`src/design/io_space_map.svh`:
```
// address map, field masks and reset values of the i/o register space decoder
`ifndef IO_SPACE_MAP_SVH
`define IO_SPACE_MAP_SVH

`define IOA_PORT_A_PIN 6'h00
`define IOA_PORT_A_DIR 6'h01
`define IOA_PORT_A_OUT 6'h02
`define IOA_PORT_B_PIN 6'h03
`define IOA_PORT_B_DIR 6'h04
`define IOA_PORT_B_OUT 6'h05
`define IOA_PORT_C_PIN 6'h06
`define IOA_PORT_C_DIR 6'h07
`define IOA_PORT_C_OUT 6'h08
`define IOA_PORT_D_PIN 6'h09
`define IOA_PORT_D_DIR 6'h0A
`define IOA_PORT_D_OUT 6'h0B
`define IOA_TIMER0_FLAGS 6'h15
`define IOA_TIMER1_FLAGS 6'h16
`define IOA_TIMER2_FLAGS 6'h17
`define IOA_PIN_CHANGE_FLAGS 6'h1B
`define IOA_EXT_IRQ_FLAGS 6'h1C
`define IOA_EXT_IRQ_MASK 6'h1D
`define IOA_SCRATCH_0 6'h1E
`define IOA_NVM_CONTROL 6'h1F
`define IOA_NVM_DATA 6'h20
`define IOA_NVM_ADDR_LOW 6'h21
`define IOA_NVM_ADDR_HIGH 6'h22
`define IOA_PRESCALER_SYNC 6'h23
`define IOA_TIMER0_CTRL_A 6'h24
`define IOA_TIMER0_CTRL_B 6'h25
`define IOA_TIMER0_COUNT 6'h26
`define IOA_TIMER0_CMP_A 6'h27
`define IOA_TIMER0_CMP_B 6'h28
`define IOA_SCRATCH_1 6'h2A
`define IOA_SCRATCH_2 6'h2B
`define IOA_SPI_CONTROL 6'h2C

// highest stored i/o address and the bit-accessible limit
`define IOA_LAST 6'h2C
`define IOA_BIT_LAST 6'h1F
`define IO_REG_COUNT 45

// data-space window of the i/o registers and start of the extended space
`define DATA_IO_BASE 8'h20
`define DATA_EXT_BASE 8'h60

// implemented bits; reserved bits are zero in the mask
`define MASK_FULL 8'hFF
`define MASK_NONE 8'h00
`define MASK_TIMER0_FLAGS 8'h07
`define MASK_TIMER1_FLAGS 8'h27
`define MASK_TIMER2_FLAGS 8'h07
`define MASK_PIN_CHANGE_FLAGS 8'h0F
`define MASK_EXT_IRQ_FLAGS 8'h07
`define MASK_EXT_IRQ_MASK 8'h07
`define MASK_NVM_CONTROL 8'h3F
`define MASK_NVM_ADDR_HIGH 8'h0F
`define MASK_PRESCALER_SYNC 8'h83
`define MASK_TIMER0_CTRL_A 8'hF3
`define MASK_TIMER0_CTRL_B 8'hCF

`define REG_RESET 8'h00
`define FLAG_REG_COUNT 5

`endif

```
`src/design/io_space_pkg.sv`:
```
// types shared by the i/o register space decoder
package io_space_pkg;
    typedef enum logic [2:0] {
        KIND_IO_IN = 3'h0,
        KIND_IO_OUT = 3'h1,
        KIND_DATA_LOAD = 3'h2,
        KIND_DATA_STORE = 3'h3,
        KIND_BIT_SET = 3'h4,
        KIND_BIT_CLEAR = 3'h5,
        KIND_BIT_TEST = 3'h6
    } access_kind_t;
endpackage

```
`src/design/io_register_space_decoder.sv`:
```
// i/o register space decoder: i/o and data-space access, bit operations, flag registers
`timescale 1ns/1ps
`include "io_space_map.svh"

module io_register_space_decoder (
    input wire logic clock_i,
    input wire logic rst_n_i,
    input wire logic acc_valid_i,
    input wire io_space_pkg::access_kind_t acc_kind_i,
    input wire logic [7:0] acc_addr_i,
    input wire logic [7:0] acc_wdata_i,
    input wire logic [2:0] acc_bit_i,
    input wire logic [7:0] pin_a_i,
    input wire logic [7:0] pin_b_i,
    input wire logic [7:0] pin_c_i,
    input wire logic [7:0] pin_d_i,
    input wire logic [7:0] timer0_flag_set_i,
    input wire logic [7:0] timer1_flag_set_i,
    input wire logic [7:0] timer2_flag_set_i,
    input wire logic [7:0] pin_change_flag_set_i,
    input wire logic [7:0] ext_irq_flag_set_i,
    output logic resp_valid_o,
    output logic resp_hit_o,
    output logic [7:0] rdata_o,
    output logic bit_value_o,
    output logic [7:0] dir_a_o,
    output logic [7:0] out_a_o,
    output logic [7:0] dir_b_o,
    output logic [7:0] out_b_o,
    output logic [7:0] dir_c_o,
    output logic [7:0] out_c_o,
    output logic [7:0] dir_d_o,
    output logic [7:0] out_d_o,
    output logic [7:0] timer0_flags_o,
    output logic [7:0] timer1_flags_o,
    output logic [7:0] timer2_flags_o,
    output logic [7:0] pin_change_flags_o,
    output logic [7:0] ext_irq_flags_o,
    output logic [7:0] ext_irq_mask_o,
    output logic [7:0] nvm_control_o,
    output logic [7:0] nvm_data_o,
    output logic [7:0] nvm_addr_low_o,
    output logic [7:0] nvm_addr_high_o,
    output logic [7:0] prescaler_sync_o,
    output logic [7:0] timer0_ctrl_a_o,
    output logic [7:0] timer0_ctrl_b_o,
    output logic [7:0] timer0_count_o,
    output logic [7:0] timer0_cmp_a_o,
    output logic [7:0] timer0_cmp_b_o,
    output logic [7:0] spi_control_o
);
    localparam logic [5:0] FLAG_ADDR [`FLAG_REG_COUNT] = '{`IOA_TIMER0_FLAGS, `IOA_TIMER1_FLAGS,
        `IOA_TIMER2_FLAGS, `IOA_PIN_CHANGE_FLAGS, `IOA_EXT_IRQ_FLAGS};
    localparam logic [7:0] FLAG_MASK [`FLAG_REG_COUNT] = '{`MASK_TIMER0_FLAGS, `MASK_TIMER1_FLAGS,
        `MASK_TIMER2_FLAGS, `MASK_PIN_CHANGE_FLAGS, `MASK_EXT_IRQ_FLAGS};

    // writable bits of the plain storage registers; zero for pins, flags and reserved slots
    function automatic logic [7:0] write_mask(input logic [5:0] a);
        logic [7:0] m;
        m = `MASK_NONE;
        unique case (a)
            `IOA_PORT_A_DIR, `IOA_PORT_A_OUT, `IOA_PORT_B_DIR, `IOA_PORT_B_OUT,
            `IOA_PORT_C_DIR, `IOA_PORT_C_OUT, `IOA_PORT_D_DIR, `IOA_PORT_D_OUT,
            `IOA_SCRATCH_0, `IOA_SCRATCH_1, `IOA_SCRATCH_2, `IOA_NVM_DATA, `IOA_NVM_ADDR_LOW,
            `IOA_TIMER0_COUNT, `IOA_TIMER0_CMP_A, `IOA_TIMER0_CMP_B, `IOA_SPI_CONTROL: m = `MASK_FULL;
            `IOA_EXT_IRQ_MASK: m = `MASK_EXT_IRQ_MASK;
            `IOA_NVM_CONTROL: m = `MASK_NVM_CONTROL;
            `IOA_NVM_ADDR_HIGH: m = `MASK_NVM_ADDR_HIGH;
            `IOA_PRESCALER_SYNC: m = `MASK_PRESCALER_SYNC;
            `IOA_TIMER0_CTRL_A: m = `MASK_TIMER0_CTRL_A;
            `IOA_TIMER0_CTRL_B: m = `MASK_TIMER0_CTRL_B;
            default: m = `MASK_NONE;
        endcase
        return m;
    endfunction

    logic [`IO_REG_COUNT-1:0][7:0] regs_ff;
    logic [`IO_REG_COUNT-1:0][7:0] nxt_regs;
    logic [`FLAG_REG_COUNT-1:0][7:0] flag_set;
    logic [`FLAG_REG_COUNT-1:0][7:0] flag_clear;
    logic [`FLAG_REG_COUNT-1:0][7:0] flag_val;
    logic resp_valid_ff;
    logic resp_hit_ff;
    logic [7:0] rdata_ff;
    logic bit_value_ff;
    logic nxt_resp_valid;
    logic nxt_resp_hit;
    logic [7:0] nxt_rdata;
    logic nxt_bit_value;
    logic in_range;
    logic [5:0] io_addr;
    logic [7:0] rd_val;
    logic [7:0] wr_val;
    logic wr_en;
    logic rd_en;
    logic stored;

    assign flag_set = {ext_irq_flag_set_i, pin_change_flag_set_i, timer2_flag_set_i,
        timer1_flag_set_i, timer0_flag_set_i};

    // address decode for both access forms
    always_comb begin
        in_range = 1'b0;
        io_addr = acc_addr_i[5:0];
        unique case (acc_kind_i)
            io_space_pkg::KIND_IO_IN, io_space_pkg::KIND_IO_OUT,
            io_space_pkg::KIND_BIT_SET, io_space_pkg::KIND_BIT_CLEAR, io_space_pkg::KIND_BIT_TEST: begin
                // a six-bit i/o address cannot encode the extended space
                in_range = (acc_addr_i[7:6] == 2'h0);
                io_addr = acc_addr_i[5:0];
            end
            io_space_pkg::KIND_DATA_LOAD, io_space_pkg::KIND_DATA_STORE: begin
                // below the window sit the working registers, above it the extended space
                in_range = (acc_addr_i >= `DATA_IO_BASE) && (acc_addr_i < `DATA_EXT_BASE);
                io_addr = 6'(acc_addr_i - `DATA_IO_BASE);
            end
            default: begin
                in_range = 1'b0;
                io_addr = acc_addr_i[5:0];
            end
        endcase
        stored = in_range && (io_addr <= `IOA_LAST);
    end

    // current value of the addressed register
    always_comb begin
        rd_val = `REG_RESET;
        if (stored) begin
            unique case (io_addr)
                `IOA_PORT_A_PIN: rd_val = pin_a_i;
                `IOA_PORT_B_PIN: rd_val = pin_b_i;
                `IOA_PORT_C_PIN: rd_val = pin_c_i;
                `IOA_PORT_D_PIN: rd_val = pin_d_i;
                default: rd_val = regs_ff[io_addr] & write_mask(io_addr);
            endcase
            for (int k = 0; k < `FLAG_REG_COUNT; k++) begin
                if (io_addr == FLAG_ADDR[k]) begin
                    rd_val = flag_val[k];
                end
            end
        end
    end

    // write data; bit operations rewrite the whole register from its read value
    always_comb begin
        wr_en = 1'b0;
        rd_en = 1'b0;
        wr_val = acc_wdata_i;
        unique case (acc_kind_i)
            io_space_pkg::KIND_IO_OUT, io_space_pkg::KIND_DATA_STORE: begin
                wr_en = 1'b1;
            end
            io_space_pkg::KIND_IO_IN, io_space_pkg::KIND_DATA_LOAD: begin
                rd_en = 1'b1;
            end
            io_space_pkg::KIND_BIT_SET: begin
                wr_en = (io_addr <= `IOA_BIT_LAST);
                wr_val = rd_val | (8'h01 << acc_bit_i);
            end
            io_space_pkg::KIND_BIT_CLEAR: begin
                wr_en = (io_addr <= `IOA_BIT_LAST);
                wr_val = rd_val & ~(8'h01 << acc_bit_i);
            end
            io_space_pkg::KIND_BIT_TEST: begin
                rd_en = (io_addr <= `IOA_BIT_LAST);
            end
            default: begin
                wr_en = 1'b0;
            end
        endcase
        wr_en = wr_en && acc_valid_i && stored;
        rd_en = rd_en && acc_valid_i && stored;
    end

    // storage registers keep reserved bits at zero
    always_comb begin
        nxt_regs = regs_ff;
        if (wr_en) begin
            nxt_regs[io_addr] = (regs_ff[io_addr] & ~write_mask(io_addr)) | (wr_val & write_mask(io_addr));
        end
    end

    always_ff @(posedge clock_i or negedge rst_n_i) begin
        if (!rst_n_i) begin
            regs_ff <= '0;
        end else begin
            regs_ff <= nxt_regs;
        end
    end

    generate
        for (genvar g = 0; g < `FLAG_REG_COUNT; g++) begin : gen_flags
            // a written one clears; a bit operation clears each flag read as set, except the bit that a bit clear names
            assign flag_clear[g] = (wr_en && io_addr == FLAG_ADDR[g]) ? wr_val : `MASK_NONE;
            w1c_flag_reg #(
                .MASK(FLAG_MASK[g])
            ) u_flag (
                .clock_i(clock_i),
                .rst_n_i(rst_n_i),
                .set_i(flag_set[g]),
                .clear_i(flag_clear[g]),
                .flags_o(flag_val[g])
            );
        end
    endgenerate

    // answer registered at the decoding edge
    always_comb begin
        nxt_resp_valid = acc_valid_i;
        nxt_resp_hit = acc_valid_i && stored;
        nxt_rdata = rd_en ? rd_val : `REG_RESET;
        nxt_bit_value = (rd_en && acc_kind_i == io_space_pkg::KIND_BIT_TEST) ? rd_val[acc_bit_i] : 1'b0;
    end

    always_ff @(posedge clock_i or negedge rst_n_i) begin
        if (!rst_n_i) begin
            resp_valid_ff <= 1'b0;
            resp_hit_ff <= 1'b0;
            rdata_ff <= `REG_RESET;
            bit_value_ff <= 1'b0;
        end else begin
            resp_valid_ff <= nxt_resp_valid;
            resp_hit_ff <= nxt_resp_hit;
            rdata_ff <= nxt_rdata;
            bit_value_ff <= nxt_bit_value;
        end
    end

    assign resp_valid_o = resp_valid_ff;
    assign resp_hit_o = resp_hit_ff;
    assign rdata_o = rdata_ff;
    assign bit_value_o = bit_value_ff;
    assign dir_a_o = regs_ff[`IOA_PORT_A_DIR];
    assign out_a_o = regs_ff[`IOA_PORT_A_OUT];
    assign dir_b_o = regs_ff[`IOA_PORT_B_DIR];
    assign out_b_o = regs_ff[`IOA_PORT_B_OUT];
    assign dir_c_o = regs_ff[`IOA_PORT_C_DIR];
    assign out_c_o = regs_ff[`IOA_PORT_C_OUT];
    assign dir_d_o = regs_ff[`IOA_PORT_D_DIR];
    assign out_d_o = regs_ff[`IOA_PORT_D_OUT];
    assign timer0_flags_o = flag_val[0];
    assign timer1_flags_o = flag_val[1];
    assign timer2_flags_o = flag_val[2];
    assign pin_change_flags_o = flag_val[3];
    assign ext_irq_flags_o = flag_val[4];
    assign ext_irq_mask_o = regs_ff[`IOA_EXT_IRQ_MASK];
    assign nvm_control_o = regs_ff[`IOA_NVM_CONTROL];
    assign nvm_data_o = regs_ff[`IOA_NVM_DATA];
    assign nvm_addr_low_o = regs_ff[`IOA_NVM_ADDR_LOW];
    assign nvm_addr_high_o = regs_ff[`IOA_NVM_ADDR_HIGH];
    assign prescaler_sync_o = regs_ff[`IOA_PRESCALER_SYNC];
    assign timer0_ctrl_a_o = regs_ff[`IOA_TIMER0_CTRL_A];
    assign timer0_ctrl_b_o = regs_ff[`IOA_TIMER0_CTRL_B];
    assign timer0_count_o = regs_ff[`IOA_TIMER0_COUNT];
    assign timer0_cmp_a_o = regs_ff[`IOA_TIMER0_CMP_A];
    assign timer0_cmp_b_o = regs_ff[`IOA_TIMER0_CMP_B];
    assign spi_control_o = regs_ff[`IOA_SPI_CONTROL];
endmodule

```
`src/design/w1c_flag_reg.sv`:
```
// one status flag register: hardware sets, writing one clears
`timescale 1ns/1ps
`include "io_space_map.svh"

module w1c_flag_reg #(
    parameter logic [7:0] MASK = `MASK_FULL
) (
    input wire logic clock_i,
    input wire logic rst_n_i,
    input wire logic [7:0] set_i,
    input wire logic [7:0] clear_i,
    output logic [7:0] flags_o
);
    logic [7:0] flags_ff;
    logic [7:0] nxt_flags;

    always_comb begin
        // set after clear, so an event in the clearing cycle survives
        nxt_flags = ((flags_ff & ~clear_i) | set_i) & MASK;
    end

    always_ff @(posedge clock_i or negedge rst_n_i) begin
        if (!rst_n_i) begin
            flags_ff <= `REG_RESET;
        end else begin
            flags_ff <= nxt_flags;
        end
    end

    assign flags_o = flags_ff;
endmodule

```
`config.mk`:
```
export PLATFORM = sky130hd
export DESIGN_NAME = io_register_space_decoder
export DESIGN_NICKNAME = d
export VERILOG_FILES = /design/src/design/io_space_pkg.sv /design/src/design/io_register_space_decoder.sv /design/src/design/w1c_flag_reg.sv
export VERILOG_INCLUDE_DIRS = /design/src /design/src/design
export SDC_FILE = /design/constraint.sdc
export NUM_CORES = 1
export LEC_CHECK = 0
export BUFFER_PORTS_ARGS = -buffer_cell sky130_fd_sc_hd__buf_2
export CAP_MARGIN = 10
export CORE_MARGIN = 4
export CORE_UTILIZATION = 35
export CTS_CLUSTER_DIAMETER = 30
export DETAILED_ROUTE_END_ITERATION = 8
export MAX_ROUTING_LAYER = met4
export PLACE_DENSITY_LB_ADDON = 0.12
export SYNTH_ARGS = -nofsm -noshare
export SYNTH_HDL_FRONTEND = slang
export SYNTH_SLANG_ARGS = --single-unit
```
`constraint.sdc`:
```
create_clock -name clock_i -period 7.11 [get_ports clock_i]
set_input_delay 2.133 -clock clock_i [delete_from_list [all_inputs] [get_ports clock_i]]
set_output_delay 2.133 -clock clock_i [all_outputs]
set_load 0.005 [all_outputs]
```
==> flow_summary.json <==
{
  "run_status": "completed",
  "overflow": 0,
  "critical_path_class": "in -> reg",
  "viasPerCell": 5.26,
  "synth.area.top_cells": "dfrtp_1 (49%), buf_4 (7.3%), mux2_2 (7.0%)",
  "grt_pass1_wl_mm": 105,
  "hold_class": "reg -> reg",
  "syn2layout_area_growth_pct": 20.9,
  "clockRootBuffer": "clkbuf_16",
  "place_hpwl_mm": 51.6,
  "worst_slew_pin_slew_ns": 1.02,
  "r2r_slack_ns": 3.84,
  "final_core_util": 0.428,
  "largest_register_ff_count": 200,
  "crit_arrival_ns": 6.06,
  "routabilityCongestion": 0.921,
  "post-cts-setup-buffers": 0,
  "tns_ns": 0,
  "drive_above_1_share": 0.362,
  "finClkSkew_ns": 0.0454,
  "num_rows": 87,
  "post_cts_resize_count": 0,
  "synth_enable_flop_cells": 0,
  "io_buffer_count": 261,
  "ir_drop_uv": 181,
  "ctsHoldBuffers": 0,
  "ant_nets": 0,
  "powerDensity_mw_per_mm2": 313,
  "multi_input_area_mm2": 0.00783,
  "fill_cells": 5376,
  "synth.distinct_cells": 100,
  "netlist.area_leader.share": 0.486,
  "worst_setup_path_end_kind": "register",
  "nets": 2022,
  "reg2reg_depth": 10,
  "h-tree-depth": 3,
  "ys_seq_area_frac": 0.486,
  "drv_cap": 0,
  "startpoint_type": "input pin",
  "post-route-period-util": 0.782,
  "worstSkewPairLatency_ns": 0.64,
  "grt.total_usage": 0.241,
  "min_from": "regs_ff[141]",
  "clock_path_buffers": 3,
  "io_pins": 308,
  "max_slew_margin": 0.316,
  "core_mm2": 0.0565,
  "largest_register": "regs_ff",
  "cts_buffers": 99,
  "drtPass1Iterations": 8,
  "synth_top_flop_cell": "dfrtp_1",
  "die_width_um": 247,
  "cts_tree": "built",
  "antenna_found_initial": 0,
  "p_leak_nw": 11.6,
  "grt_max_degree": 140,
  "clkSinkCount": 388,
  "setup_violations": 0,
  "r2r_end": "regs_ff[27]",
  "holdPathStages": 0,
  "synth-seq-cells": 388,
  "drt_iter0_drc": 1087,
  "regArea_mm2": 0.00971,
  "regToRegStartpoint": "dir_a_o[3]",
  "synthArstFlopShare": 1.00,
  "avgRoutedWirePerCell_um": 26.4,
  "postSynthCellCount": 1875,
  "rsz0062_at_grt": "no",
  "synthTopCellsByCount": "dfrtp_1 (388), buf_4 (195), clkbuf_1 (180), nand2_1 (142), mux2_2 (125)",
  "yosysMostFrequentCell": "dfrtp_1",
  "die_area_mm2": 0.0610,
  "yosysTopAreaCell": "dfrtp_1",
  "critPathMaxFanout": 28,
  "finalCriticalPeriod_ns": 5.56,
  "drc_errors": 0,
  "hold_viol": 0,
  "maxSlewViolCount": 0,
  "cp.required_ns": 7.60,
  "synth_area_mm2": 0.0200,
  "num_vias": 14500,
  "die_h_um": 247,
  "hold_end": "regs_ff[141]",
  "grt_pass1_vias": 14800,
  "syn_area_per_cell_um2": 10.7,
  "clk_pin_slew_worst_paths_ns": 0.05,
  "max_freq_ghz": 0.180,
  "start_util": 0.354,
  "synth_warnings": 0,
  "drt-total-wl_mm": 72.7
}
[cell usage in the layout, fill, tap and decap left out, types with 10 or more instances in the layout]
master / n
dfrtp_1: 388
buf_2: 257
nand2_1: 142
mux2_2: 125
nor2_1: 114
clkbuf_16: 100
buf_4: 82
o21ai_0: 80
mux2i_1: 75
a21oi_1: 73
a22oi_1: 33
nand3_1: 26
conb_1: 23
nor2b_1: 22
o22ai_1: 22
o22a_1: 21
clkinv_2: 20
bufinv_16: 18
a22o_1: 16
mux2_4: 16
clkbuf_8: 16
a221oi_1: 14
mux4_2: 14
nor3_1: 13
nand2b_1: 13
a21o_1: 11
o211ai_1: 11
a221o_1: 11
and3_1: 10
a211oi_1: 10
[routing by layer]
layer,global-route usage,vias to the layer above,share of wire
met1,0.326,7356,0.45
met4,0.0771,0,0.031
met5,-,-,0
met3,0.0515,127,0.062
met2,0.365,530,0.46
li1,-,6492,-
[power breakdown]
part / leakage, nW / internal, mW / switching, mW
registers: 5.32 / 2.24 / 0.0162
logic: 4.46 / 0.153 / 0.372
clock network: 1.77 / 3.38 / 1.41
[metrics by stage]
stage                     worst slack, ns  cells  power [mW]  hold WS [ns]  instance area (µm²)
after floorplan                      1.83   1897        2.56         0.421                20100
after global placement               1.09   2573        2.80         0.358                20600
after detailed placement             1.02   2573        2.81         0.358                20600
after CTS                            1.66   2755        7.63         0.368                24200
after global routing                 1.37   2755        7.81         0.372                24200
final                                1.55   2757        7.57         0.365                24200
[area by class of cell]
type,count,area share
clock buffer,125,0.114
antenna,2,0.000207
tap,756,0.0391
timing repair buffer,347,0.0847
sequential,388,0.401
clock inverter,57,0.0354
inverter,8,0.00124
multi-input combinational,1074,0.324
[cells by family after synthesis]
kind of cell             synth area share
buffers and inverters               0.128
AND/OR/NAND/NOR                     0.102
AO/OA/AOI/OAI                       0.138
flip-flops                          0.486
multiplexers                        0.140
adder cells (fa/ha/maj)           0.00438
XOR/XNOR                          0.00163
other                            0.000188
[how the worst max path moves through the flow]
stage	from	endpoint	slack (ns)	cells after the start
5_1_grt	acc_addr_i[0]	regs_ff[27]	1.37	13
2_1_floorplan	acc_addr_i[1]	out_d_o[2]	1.83	15
3_5_place_dp	acc_addr_i[0]	regs_ff[27]	1.02	13
4_1_cts	acc_addr_i[0]	regs_ff[27]	1.66	13
6_report	acc_addr_i[0]	regs_ff[27]	1.55	13
3_3_place_gp	acc_addr_i[0]	regs_ff[3]	1.09	13
[worst max-delay path, stage by stage]
cell and delay [ns]:
buf_6 0.27, clkinv_1 0.49, ha_1 0.56, nor3_1 0.38
o31ai_1 0.18, nand3_1 0.27, nand2_1 0.16, nor4b_2 0.45
nor2_1 0.16, a31oi_4 0.27, o22ai_2 0.11, buf_4 0.25
mux2_2 0.30
Power figures use the tool's default switching activity.
